**config.mk**
```make
export PLATFORM = sky130hd
export DESIGN_NAME = fswp_status_protect
export DESIGN_NICKNAME = d
export VERILOG_FILES = /design/src/fswp_status_protect.v
export VERILOG_INCLUDE_DIRS = /design/src
export SDC_FILE = /design/constraint.sdc
export NUM_CORES = 1
export LEC_CHECK = 0
export ABC_AREA = 0
export BUFFER_PORTS_ARGS = -buffer_cell sky130_fd_sc_hd__buf_4
export CORE_MARGIN = 5
export CORE_UTILIZATION = 40
export DETAILED_ROUTE_END_ITERATION = 16
export GPL_ROUTABILITY_DRIVEN = 0
export GPL_TIMING_DRIVEN = 1
export SYNTH_ARGS = -nofsm -noshare
export SYNTH_HDL_FRONTEND = slang
export SYNTH_SLANG_ARGS = --single-unit
```
**constraint.sdc**
```tcl
create_clock -name sys_clk -period 2.9 [get_ports sys_clk]
set_input_delay 0.435 -clock sys_clk [delete_from_list [all_inputs] [get_ports sys_clk]]
set_output_delay 0.435 -clock sys_clk [all_outputs]
set_load 0.1 [all_outputs]
```
**src/fswp_map.vh**
```
`ifndef FSWP_MAP_VH
`define FSWP_MAP_VH

// Status register bit positions
`define FSWP_BIT_BUSY 0
`define FSWP_BIT_WEL 1
`define FSWP_BIT_BP_LO 2
`define FSWP_BIT_BP_HI 5
`define FSWP_BIT_QE 6
`define FSWP_BIT_REGISTER_WRITE_DISABLE 7
`define FSWP_STATUS_RST 8'h00
`define FSWP_NV_RST 6'h00

// Instruction codes
`define FSWP_OP_WRITE_ENABLE_CMD 8'h06
`define FSWP_OP_WRITE_DISABLE_CMD 8'h04
`define FSWP_OP_STATUS_READ_CMD 8'h05
`define FSWP_OP_STATUS_WRITE_CMD 8'h01
`define FSWP_OP_FUNCTION_REG_WRITE_CMD 8'h42
`define FSWP_OP_IRP 8'h62
`define FSWP_OP_PP 8'h02
`define FSWP_OP_PPQ_A 8'h32
`define FSWP_OP_PPQ_B 8'h38
`define FSWP_OP_SER_A 8'hd7
`define FSWP_OP_SER_B 8'h20
`define FSWP_OP_HALF_BLOCK_ERASE_CMD 8'h52
`define FSWP_OP_FULL_BLOCK_ERASE_CMD 8'hd8
`define FSWP_OP_CER_A 8'hc7
`define FSWP_OP_CER_B 8'h60

// Density codes
`define FSWP_DEN_512K 2'h0
`define FSWP_DEN_1M 2'h1
`define FSWP_DEN_2M 2'h2
`define FSWP_DEN_4M 2'h3

// Block protection codes
`define FSWP_BP_NONE 4'h0
`define FSWP_BP_TOP1 4'h1
`define FSWP_BP_TOP2 4'h2
`define FSWP_BP_TOP4 4'h3
`define FSWP_BP_ALL 4'h8
`define FSWP_BP_BOT4 4'hc
`define FSWP_BP_BOT2 4'hd
`define FSWP_BP_BOT1 4'he

// Internal write cycle lengths, in sys_clk cycles
`define FSWP_CYC_REG 16'h0028
`define FSWP_CYC_PROG 16'h00c8
`define FSWP_CYC_ERASE 16'h0320

// Synchroniser reset levels {io3, io2, si, cs_n, sck}
`define FSWP_SYNC_RST 5'h1e

`endif

```
**src/fswp_status_protect.v**
```verilog
`timescale 1ns/100ps
`include "fswp_map.vh"

module fswp_status_protect #(
  parameter [1:0] DENSITY = `FSWP_DEN_4M
) (
  input wire sys_clk,
  input wire rst_n,
  input wire spi_sck,
  input wire spi_cs_n,
  input wire spi_si,
  output wire spi_so,
  output wire spi_so_oe,
  input wire data_line_two_in,
  output wire data_line_two_out,
  output wire data_line_two_oe,
  input wire data_line_three_in,
  output wire data_line_three_out,
  output wire data_line_three_oe,
  output wire [7:0] status_value,
  output wire busy_flag,
  output wire write_enable_latch,
  output wire quad_enable,
  output wire pause_active,
  output wire op_start,
  output wire [7:0] op_code,
  output wire [23:0] op_addr
);

  wire [4:0] raw_in;
  reg [4:0] s1_r;
  reg [4:0] s2_r;
  reg [4:0] s3_r;
  reg [4:0] flt_r;
  reg [4:0] flt_d_r;
  localparam [4:0] SYNC_INIT = `FSWP_SYNC_RST;

  assign raw_in = {data_line_three_in, data_line_two_in, spi_si,
                   spi_cs_n, spi_sck};

  genvar gi;
  generate
    for (gi = 0; gi < 5; gi = gi + 1) begin : g_sync
      always @(posedge sys_clk or negedge rst_n) begin
        if (!rst_n) begin
          s1_r[gi] <= SYNC_INIT[gi];
          s2_r[gi] <= SYNC_INIT[gi];
          s3_r[gi] <= SYNC_INIT[gi];
          flt_r[gi] <= SYNC_INIT[gi];
          flt_d_r[gi] <= SYNC_INIT[gi];
        end else begin
          s1_r[gi] <= raw_in[gi];
          s2_r[gi] <= s1_r[gi];
          s3_r[gi] <= s2_r[gi];
          if (s2_r[gi] == s3_r[gi]) begin
            flt_r[gi] <= s3_r[gi];
          end
          flt_d_r[gi] <= flt_r[gi];
        end
      end
    end
  endgenerate

  reg busy_r;
  reg wel_r;
  reg [5:0] nv_r;
  reg [15:0] busy_cnt_r;
  reg [7:0] sh_r;
  reg [2:0] bit_cnt_r;
  reg [2:0] byte_cnt_r;
  reg [7:0] op_r;
  reg [23:0] addr_r;
  reg [7:0] data_r;
  reg rd_mode_r;
  reg [7:0] snap_r;
  reg so_r;
  reg start_r;
  reg [7:0] start_op_r;
  reg [23:0] start_addr_r;

  wire qe;
  wire wp_level;
  wire pause_n;
  wire paused;
  wire cs_low;
  wire active;
  wire sck_rise;
  wire sck_fall;
  wire cs_fall;
  wire cs_rise;
  wire [3:0] bp;
  wire [7:0] stat;
  wire [7:0] new_byte;
  wire [2:0] blk;

  assign qe = nv_r[`FSWP_BIT_QE - 2];
  assign bp = nv_r[3:0];
  // Quad mode takes the pin functions away: protect pin reads high
  assign wp_level = qe ? 1'b1 : flt_r[3];
  assign pause_n = qe ? 1'b1 : flt_r[4];
  assign cs_low = ~flt_r[1];
  assign paused = cs_low & ~pause_n;
  assign active = cs_low & ~paused;
  assign sck_rise = flt_r[0] & ~flt_d_r[0];
  assign sck_fall = ~flt_r[0] & flt_d_r[0];
  assign cs_fall = ~flt_r[1] & flt_d_r[1];
  assign cs_rise = flt_r[1] & ~flt_d_r[1];
  assign stat = {nv_r, wel_r, busy_r};
  assign new_byte = {sh_r[6:0], flt_r[2]};

  function [2:0] blk_of;
    input [23:0] a;
    begin
      case (DENSITY)
        `FSWP_DEN_4M: blk_of = a[18:16];
        `FSWP_DEN_2M: blk_of = {1'b0, a[17:16]};
        `FSWP_DEN_1M: blk_of = {2'b00, a[16]};
        default: blk_of = 3'h0;
      endcase
    end
  endfunction

  function prot_hit;
    input [3:0] code;
    input [2:0] b;
    begin
      prot_hit = 1'b0;
      case (code)
        `FSWP_BP_TOP1: begin
          case (DENSITY)
            `FSWP_DEN_4M: prot_hit = (b == 3'h7);
            `FSWP_DEN_2M: prot_hit = (b == 3'h3);
            `FSWP_DEN_1M: prot_hit = (b == 3'h1);
            default: prot_hit = 1'b0;
          endcase
        end
        `FSWP_BP_TOP2: begin
          case (DENSITY)
            `FSWP_DEN_4M: prot_hit = (b >= 3'h6);
            `FSWP_DEN_2M: prot_hit = (b >= 3'h2);
            default: prot_hit = 1'b0;
          endcase
        end
        `FSWP_BP_TOP4: prot_hit = (DENSITY == `FSWP_DEN_4M) && (b >= 3'h4);
        `FSWP_BP_ALL: prot_hit = 1'b1;
        `FSWP_BP_BOT4: prot_hit = (DENSITY == `FSWP_DEN_4M) && (b <= 3'h3);
        `FSWP_BP_BOT2: prot_hit = ((DENSITY == `FSWP_DEN_4M) ||
          (DENSITY == `FSWP_DEN_2M)) && (b <= 3'h1);
        `FSWP_BP_BOT1: prot_hit = (DENSITY != `FSWP_DEN_512K) && (b == 3'h0);
        default: prot_hit = 1'b0;
      endcase
    end
  endfunction

  assign blk = blk_of(addr_r);

  // Command decision at chip-select release, whole bytes only
  reg go_write_enable_cmd;
  reg go_write_disable_cmd;
  reg go_start;
  reg go_nv;
  reg [15:0] go_cyc;
  reg complete;
  reg guarded_ok;

  always @* begin
    go_write_enable_cmd = 1'b0;
    go_write_disable_cmd = 1'b0;
    go_start = 1'b0;
    go_nv = 1'b0;
    go_cyc = `FSWP_CYC_REG;
    complete = cs_rise && (bit_cnt_r == 3'h0) && (byte_cnt_r != 3'h0);
    guarded_ok = complete && wel_r && !busy_r;
    if (complete) begin
      case (op_r)
        `FSWP_OP_WRITE_ENABLE_CMD: go_write_enable_cmd = 1'b1;
        `FSWP_OP_WRITE_DISABLE_CMD: go_write_disable_cmd = 1'b1;
        `FSWP_OP_STATUS_WRITE_CMD: begin
          // Lock bit and low protect pin freeze the register
          if (guarded_ok && byte_cnt_r >= 3'h2 &&
              !(nv_r[5] && !wp_level)) begin
            go_nv = 1'b1;
            go_start = 1'b1;
          end
        end
        `FSWP_OP_FUNCTION_REG_WRITE_CMD: go_start = guarded_ok &&
          (byte_cnt_r >= 3'h2);
        `FSWP_OP_IRP: begin
          go_start = guarded_ok && (byte_cnt_r == 3'h4);
          go_cyc = `FSWP_CYC_PROG;
        end
        `FSWP_OP_PP, `FSWP_OP_PPQ_A, `FSWP_OP_PPQ_B: begin
          go_start = guarded_ok && (byte_cnt_r == 3'h4) &&
                     !prot_hit(bp, blk);
          go_cyc = `FSWP_CYC_PROG;
        end
        `FSWP_OP_SER_A, `FSWP_OP_SER_B, `FSWP_OP_HALF_BLOCK_ERASE_CMD,
        `FSWP_OP_FULL_BLOCK_ERASE_CMD: begin
          go_start = guarded_ok && (byte_cnt_r == 3'h4) &&
                     !prot_hit(bp, blk);
          go_cyc = `FSWP_CYC_ERASE;
        end
        `FSWP_OP_CER_A, `FSWP_OP_CER_B: begin
          go_start = guarded_ok && (bp == 4'h0);
          go_cyc = `FSWP_CYC_ERASE;
        end
        default: go_start = 1'b0;
      endcase
    end
  end

  // Serial shifter and status answer
  always @(posedge sys_clk or negedge rst_n) begin
    if (!rst_n) begin
      sh_r <= 8'h00;
      bit_cnt_r <= 3'h0;
      byte_cnt_r <= 3'h0;
      op_r <= 8'h00;
      addr_r <= 24'h000000;
      data_r <= 8'h00;
      rd_mode_r <= 1'b0;
      snap_r <= 8'h00;
      so_r <= 1'b0;
    end else begin
      if (cs_fall) begin
        bit_cnt_r <= 3'h0;
        byte_cnt_r <= 3'h0;
        rd_mode_r <= 1'b0;
      end else if (active && sck_rise) begin
        sh_r <= new_byte;
        bit_cnt_r <= bit_cnt_r + 3'h1;
        if (bit_cnt_r == 3'h7) begin
          if (byte_cnt_r == 3'h0) begin
            op_r <= new_byte;
            rd_mode_r <= (new_byte == `FSWP_OP_STATUS_READ_CMD);
          end else if (byte_cnt_r < 3'h4) begin
            addr_r <= {addr_r[15:0], new_byte};
          end
          if (byte_cnt_r == 3'h1) begin
            data_r <= new_byte;
          end
          if (byte_cnt_r != 3'h4) begin
            byte_cnt_r <= byte_cnt_r + 3'h1;
          end
        end
      end
      if (active && sck_fall && rd_mode_r) begin
        // Byte snapshot repeats while the master keeps clocking
        if (bit_cnt_r == 3'h0) begin
          snap_r <= stat;
          so_r <= stat[7];
        end else begin
          so_r <= snap_r[3'h7 - bit_cnt_r];
        end
      end
    end
  end

  // Write cycle engine, latch and protection bits
  always @(posedge sys_clk or negedge rst_n) begin
    if (!rst_n) begin
      busy_r <= 1'b0;
      wel_r <= 1'b0;
      nv_r <= `FSWP_NV_RST;
      busy_cnt_r <= 16'h0000;
      start_r <= 1'b0;
      start_op_r <= 8'h00;
      start_addr_r <= 24'h000000;
    end else begin
      start_r <= go_start;
      if (go_start) begin
        busy_r <= 1'b1;
        busy_cnt_r <= go_cyc;
        start_op_r <= op_r;
        start_addr_r <= addr_r;
      end else if (busy_r) begin
        if (busy_cnt_r == 16'h0001) begin
          busy_r <= 1'b0;
        end
        busy_cnt_r <= busy_cnt_r - 16'h0001;
      end
      if (go_nv) begin
        nv_r <= data_r[7:2];
      end
      // Write-enable in the finishing cycle wins over the clear
      if (go_write_enable_cmd) begin
        wel_r <= 1'b1;
      end else if (go_write_disable_cmd) begin
        wel_r <= 1'b0;
      end else if (busy_r && busy_cnt_r == 16'h0001) begin
        wel_r <= 1'b0;
      end
    end
  end

  assign spi_so = so_r;
  assign spi_so_oe = active & rd_mode_r;
  assign data_line_two_out = 1'b0;
  assign data_line_two_oe = 1'b0;
  assign data_line_three_out = 1'b0;
  assign data_line_three_oe = 1'b0;
  assign status_value = stat;
  assign busy_flag = busy_r;
  assign write_enable_latch = wel_r;
  assign quad_enable = qe;
  assign pause_active = paused;
  assign op_start = start_r;
  assign op_code = start_op_r;
  assign op_addr = start_addr_r;

endmodule

```
==> results.md, run 1 <==
* Status: finished, final reports clean
* CTS root buffer: clkbuf_16
* Buffers on Ports at 53
* Synth-to-layout area growth at 20.1%
* Pre-CTS setup slack at between 200 and 250 ps
* Relative slew slack at around 58%
* Synth Cell Area at slightly above 0.006 mm2
* Worst hold-check path type: in -> async
* DRC at 0
* Layout cells sized above 1 at roughly two fifths
* Critical Path AT at a little under 3000 ps
* Critical path class: reg -> reg
* Hpwl dp at 8200 um
* Die Footprint at 0.0179 mm2
* Clock Latency Late Sink at between 400 and 500 ps
* Primary FF master, synth: dfrtp_1
* Clock H-tree levels at 4
* Ys Warns at 0
* Max-Cap Viols at 0
* Period utilization at between 90 and 100%
* # rows at 45
* Critical path endpoint category: register
* Largest net degree at the start of global routing at 70
* Worst vdd rail ir drop at 0.382 mV
* Synth top area cells: dfrtp_1 50%, mux2_2 11%, mux2_4 7.4%, dfstp_2 7.3%, ha_1 1.8%
* EDFF count, synth at 0
* Setup TNS Final at 0 ps
* FF-to-FF path depth at 9
* RR Startpoint: byte_cnt_r[0]
* IO Pins at between 50 and 60
* Worst flop-to-flop path endpoint: op_addr[8]
* Seq/Total Area, Yosys at 57.6%
* Initial DRT Pass Iterations at 4
* Critical Path RT at approximately 3200 ps
* Initial DRC count at ~180
* Setup crit start kind: register
* Design area at about 0.0074 mm2
* Die width at ~130 um
* First-pass GRT wire length at approximately 20000 um
* Number of clock sinks at between 100 and 150
* Initial core utilization at roughly 40%
* CP cell instances: inv_1 -> ha_1 -> nor2b_1 -> or4b_4 -> nand3b_4 -> nor4b_4 -> a31oi_4 -> buf_12 -> mux2_4
* Vias at 3676
* Setup bufs post-CTS at 0
* Fin. Hold Viols at 0
* Initial antenna violation count at 0
* P_leak at between 0.003 and 0.004 uW
* Area after DPL at 0.00675 mm2
* Cts repair resizes at 0
* F_max at roughly 370 MHz
* RSZ-0062 raised after global routing: false
* WL/cell at between 15 and 20 um
* Synthesized instance count at 448
* Yosys top cell by area: dfrtp_1
* Detail Route Antenna Nets at 0
* Num CTS Buffers at 17
* Worst-Margin Slew at around 640 ps
* Post-CTS Hold Buffers at 0
* Crit path max fanout at 49
* Total GRT Usage at ~14%
* Worst reg2reg setup slack at about 220 ps
* Die H at about 130 um
* CTS tree: built
* Gr ovfl total at 0
* Critical-path top delay cell: or4b_4
* Commonest non-fill, non-tap cell in the layout: dfrtp_1
* Number of global-route vias before repair at ~3900
* WL final at 12000 um
* Max clock buf depth at 2
* Netlist cell types at 58
* Core box area at about 0.015 mm2
* Synth Register Bits at 140
* Slew Limit Fails at 0
* Critical path's top delay family: simple AND/OR/NAND/NOR gates
* Ys async rst share at 100%
* Worst Setup Slack, final at roughly 220 ps
* Commonest non-fill, non-tap cells in the layout: 122 x dfrtp_1, 61 x buf_4, 58 x mux2_2
* Setup violators final at 0
* Tmin final at 2680 ps
* DR vias/cell at just over 5
* Clock Pin Slew Worst Setup and Hold Paths at about 60 ps
* Antenna diodes at 0
* Syn Area/Cell at around 14 um2
* NumNets Final at around 530
* Synth top area share at ~50%
* Buf/Inv on CP at 2
* Clock skew at slightly above 7 ps
* Crit path largest cell delay at around 540 ps
* Pwr Density at ~600 mW/mm2
how the worst max path moves through the flow:
stage,start,endpoint,slack [ps],cells past startpoint
3_3_place_gp,byte_cnt_r[0],op_addr[0],330,9
5_1_grt,bit_cnt_r[0],op_addr[2],110,9
2_1_floorplan,nv_r[4],snap_r[6],-120,7
6_report,byte_cnt_r[0],op_addr[8],220,9
3_5_place_dp,byte_cnt_r[0],op_addr[6],240,9
4_1_cts,byte_cnt_r[0],op_code[6],230,9
where the power goes:
group | leakage [uW] | switching (uW) | internal [uW] | total [uW]
Combinational | 0.00149 | 96.7 | 52.3 | 149
Clock | 0.000298 | 876 | 1310 | 2180
Sequential | 0.00188 | 59.2 | 2010 | 2070
area by class of cell:
class / instances / area [um2]
clock buffers: 18 / 439
clock inverters: 14 / 163
fillers: 1351 / 7740
inverters: 12 / 45.0
multi-input cells: 277 / 2440
flip-flops and latches: 140 / 3530
well taps: 188 / 235
repair buffers: 64 / 509
sequential cells by signal, summed over array words and instances (netlist names), 2 cells and up:
signal,cells
addr_r,24
bit_cnt_r,3
busy_cnt_r,16
byte_cnt_r,3
data_r,6
flt_d_r,2
flt_r,5
nv_r,6
op_addr,24
op_code,8
op_r,8
s1_r,5
s2_r,5
s3_r,5
sh_r,7
snap_r,8
metal layers:
layer	track usage (%)	vias up	part of all wire [%]
met5	0	-	0
met1	19.3	1856	48
met4	6.00	0	2.3
met3	4.00	24	3.6
met2	21.2	75	46
li1	-	1721	-
per-stage QoR:
step                cells  hold slack, ps  utilization, %  power [uW]
finish                713            17.4            48.7        4400
global route          713            63.8            48.7        4570
CTS                   713            39.1            48.7        4460
detailed placement    681             337            44.7        2260
global placement      681             333            44.7        2250
floorplan             451             139               -        2170
logic make-up after synthesis:
| family | Yosys count | share of synthesized area [%] |
|---|---|---|
| mux | 94 | 19.4 |
| fa+ha+maj | 15 | 2.82 |
| other cells | 1 | 0.0613 |
| flops | 140 | 57.6 |
| compound gates | 40 | 4.44 |
| xor+xnor | 14 | 2.00 |
| buf+inv | 34 | 3.23 |
| simple gates | 110 | 10.5 |
synth_stat cells, types with 8 or more instances:
cell type and number:
dfrtp_1 123, mux2_2 58, mux2_4 30, nand2_1 24, nor2_1 19, dfstp_2 17
o21ai_0 14, inv_1 12, ha_1 9, nor3_1 8, xnor2_1 8
worst register-to-register path, delay by kind of cell, from the launching register on:
kind	cells	cell delay [ps]
AND/OR/NAND/NOR	4	1190
flip-flops	1	340
AO/OA/AOI/OAI	1	140
buffers and inverters	2	300
multiplexers	1	370
adder cells (fa/ha/maj)	1	230
Note: power is estimated with default switching activity, not from simulation.
==> run 2, diff against run 1 <==
ABC_AREA = 1   (was 0)
==> results.md, run 2 <==
* Critical path class: reg -> reg (unchanged)
* Critical-path top delay cell: buf_4 (was or4b_4)
* Vias at 4680 (was 3676)
* First-pass GRT wire length at 22800 um (was 20100 um)
* Critical Path RT at 3190 ps (was 3200 ps)
* Pwr Density at 623 mW/mm2 (was 599 mW/mm2)
* DRC at 0 (unchanged)
* Hpwl dp at 9790 um (was 8200 um)
* Relative slew slack at 64.1% (was 57.6%)
* Synth top area share at 50.0% (was 50.3%)
* Synth Register Bits at 140 (unchanged)
* Netlist cell types at 40 (was 58)
* WL/cell at 14.2 um (was 16.8 um)
* # rows at 45 (unchanged)
* Setup crit start kind: register (unchanged)
* IO Pins at 58 (unchanged)
* CP cell instances: inv_2 -> ha_1 -> nand3_1 -> nor2_2 -> nand3_1 -> nor2_1 -> nor2_1 -> nand3_2 -> nor2_4 -> buf_4 -> o21ai_0 (was inv_1 -> ha_1 -> nor2b_1 -> or4b_4 -> nand3b_4 -> nor4b_4 -> a31oi_4 -> buf_12 -> mux2_4)
* Initial DRT Pass Iterations at 5 (was 4)
* Status: finished, final reports clean (unchanged)
* Fillcell total at 1400 (was 1351)
* Initial DRC count at 376 (was 183)
* Max clock buf depth at 2 (unchanged)
* Synthesized instance count at 693 (was 448)
* Initial antenna violation count at 0 (unchanged)
* WL final at 13500 um (was 12000 um)
* Seq/Total Area, Yosys at 57.2% (was 57.6%)
* Internal cell power at 3480 uW (was 3370 uW)
* CTS tree: built (unchanged)
* Total GRT Usage at 15.8% (was 14.2%)
* Commonest non-fill, non-tap cells in the layout: 185 x nand2_1, 123 x dfrtp_1, 91 x o21ai_0 (was 122 x dfrtp_1, 61 x buf_4, 58 x mux2_2)
* Cts repair resizes at 0 (unchanged)
* Net Sw Power at 1100 uW (was 1030 uW)
* Ys Warns at 0 (unchanged)
* Critical Path AT at 2860 ps (was 2980 ps)
* Core box area at 0.0151 mm2 (about the same)
* Yosys top cell by area: dfrtp_1 (unchanged)
* Worst vdd rail ir drop at 0.408 mV (was 0.382 mV)
* Die H at 134 um (about the same)
* Synth Cell Area at 0.00616 mm2 (was 0.00612 mm2)
* Leading cell type by number of instances after synthesis: nand2_1 (was dfrtp_1)
* Syn Area/Cell at 8.88 um2 (was 13.7 um2)
* Tmin final at 2570 ps (was 2680 ps)
* Worst-Margin Slew at 537 ps (was 635 ps)
* Final Hold Slack at 112 ps (was 17.4 ps)
* Commonest non-fill, non-tap cell in the layout: nand2_1 (was dfrtp_1)
* Primary FF master, synth: dfrtp_1 (unchanged)
* Number of global-route vias before repair at 4650 (was 3855)
* CTS root buffer: clkbuf_16 (unchanged)
* P_leak at 0.00358 uW (was 0.00367 uW)
* NumNets Final at 767 (was 528)
* Clock skew at 24.8 ps (was 7.15 ps)
* Setup TNS Final at 0 ps (unchanged)
* Antenna diodes at 0 (unchanged)
* Gr ovfl total at 0 (unchanged)
* Clock share of power at 48.4% (was 49.6%)
* Die width at 134 um (about the same)
* RSZ-0062 raised after global routing: false (unchanged)
* Flop pwr share at 45.1% (was 47.0%)
* Setup bufs post-CTS at 0 (unchanged)
* Commonest cells post-synth: 185 x nand2_1, 123 x dfrtp_1, 91 x o21ai_0 (was 123 x dfrtp_1, 58 x mux2_2, 30 x mux2_4)
* Buffers on Ports at 53 (unchanged)
* Switching share of power at 24.1% (was 23.4%)
* Clock H-tree levels at 4 (unchanged)
* Logic pwr share at 6.5% (was 3.4%)
* Clock Pin Slew Worst Setup and Hold Paths at 60 ps (about the same)
* Die Footprint at 0.0180 mm2 (was 0.0179 mm2)
* Clock Latency Late Sink at 430 ps (was 420 ps)
* Ys async rst share at 100% (unchanged)
* Num CTS Buffers at 17 (unchanged)
* Largest net degree at the start of global routing at 50 (was 70)
* Period utilization at 88.8% (was 92.3%)
* Crit path max fanout at 46 (was 49)
* Detail Route Antenna Nets at 0 (unchanged)
* Max-Cap Viols at 0 (unchanged)
* Synth-to-layout area growth at 19.3% (was 20.1%)
* Design area at 0.00735 mm2 (about the same)
* EDFF count, synth at 0 (unchanged)
* Worst hold-check path type: in -> reg (was in -> async)
* F_max at 388 MHz (was 373 MHz)
* Number of clock sinks at 140 (unchanged)
* Setup violators final at 0 (unchanged)
* Slew Limit Fails at 0 (unchanged)
* Area after DPL at 0.00673 mm2 (was 0.00675 mm2)
* Layout cells sized above 1 at 17.7% (was 41.5%)
* Fin. Hold Viols at 0 (unchanged)
* Critical path endpoint category: register (unchanged)
* DR vias/cell at 4.92 (was 5.16)
* Synth top area cells: dfrtp_1 50%, nand2_1 11%, o21ai_0 7.4%, dfstp_2 7.3%, inv_1 3.5% (was dfrtp_1 50%, mux2_2 11%, mux2_4 7.4%, dfstp_2 7.3%, ha_1 1.8%)
* Initial core utilization at 40.7% (was 40.6%)
* Crit path largest cell delay at 470 ps (was 540 ps)
-- run 2: cell count changes in the layout (fill, tap and decap cells not counted), sizes merged, moves of 6 or more --
| cell | previous run | this run |
|---|---|---|
| o21ai | 14 | 98 |
| nand2b | 6 | 0 |
| and2 | 7 | 0 |
| inv | 15 | 75 |
| mux2 | 88 | 1 |
| nand3 | 5 | 31 |
| nand2 | 24 | 187 |
| nor2 | 19 | 59 |
| nand4 | 3 | 11 |
| nor3 | 8 | 14 |
-- run 2: logic make-up after synthesis --
kind of cell,count (synthesis),synth area share [%]
flip-flops,140,57.2
AND/OR/NAND/NOR,311,21.3
other,1,0.0609
buffers and inverters,99,6.93
XOR/XNOR,13,1.85
adder cells (fa/ha/maj),14,2.64
multiplexers,1,0.183
AO/OA/AOI/OAI,114,9.79
-- run 2: final timing paths --
check | from | to | slack, ps | depth (start not counted)
worst max register to register | bit_cnt_r[0] | op_addr[4] | 330 | 11
max in group asynchronous | rst_n | s3_r[2] | 1660 | 3
worst max-delay path | bit_cnt_r[0] | op_addr[4] | 330 | 11
worst min-delay path | spi_si | s1_r[2] | 110 | 1
min in group asynchronous | rst_n | op_r[4] | 510 | 2
worst min register to register | s1_r[0] | s2_r[0] | 350 | 0
-- run 2: layout make-up --
class,instances,area (um2),area share [%]
flip-flops and latches,140,3520,48.0
multi-input cells,457,2220,30.2
repair buffers,61,477,6.49
clock buffers,19,443,6.03
inverters,74,278,3.78
well taps,188,235,3.20
clock inverters,13,168,2.28
-- run 2: timing repair --
item | in CTS | in global routing
hold buffers | 1 | 0
setup endpoints to repair | 0 | 0
endpoints found under the hold margin | 40 | 0
-- run 2: power groups by stage --
| stage | registers (uW) | logic [uW] | clock network (uW) |
|---|---|---|---|
| after floorplan | 2090 | 194 | 0 |
| after global placement | 2100 | 287 | 0 |
| after detailed placement | 2100 | 298 | 0 |
| after CTS | 2070 | 303 | 2260 |
| after global routing | 2080 | 336 | 2350 |
| final | 2070 | 296 | 2220 |
-- run 2: worst max-delay path, delay by kind of cell (launching register included) --
family | cells | cell delay [ps]
buffers and inverters | 2 | 570
and+or+nand+nor | 7 | 1050
AOI/OAI and AO/OA | 1 | 160
DFF | 1 | 430
adders and majority gates | 1 | 220
-- run 2: metrics by stage --
stage / setup slack, ps / total power, uW / cells / util, %
after detailed placement: 331 / 2400 / 919 / 44.4
final: 326 / 4580 / 952 / 48.5
after global routing: 3.89 / 4760 / 952 / 48.5
after floorplan: 322 / 2290 / 696 / -
after global placement: 486 / 2380 / 919 / 44.4
after CTS: 326 / 4630 / 952 / 48.5
-- run 2: routing by layer --
metal	up-vias	part of all wire, %	GRT usage, %
met5	-	0	0
met4	0	0.80	4.81
met3	10	4.4	4.31
met2	90	49	25.6
met1	2225	46	20.9
li1	2355	-	-
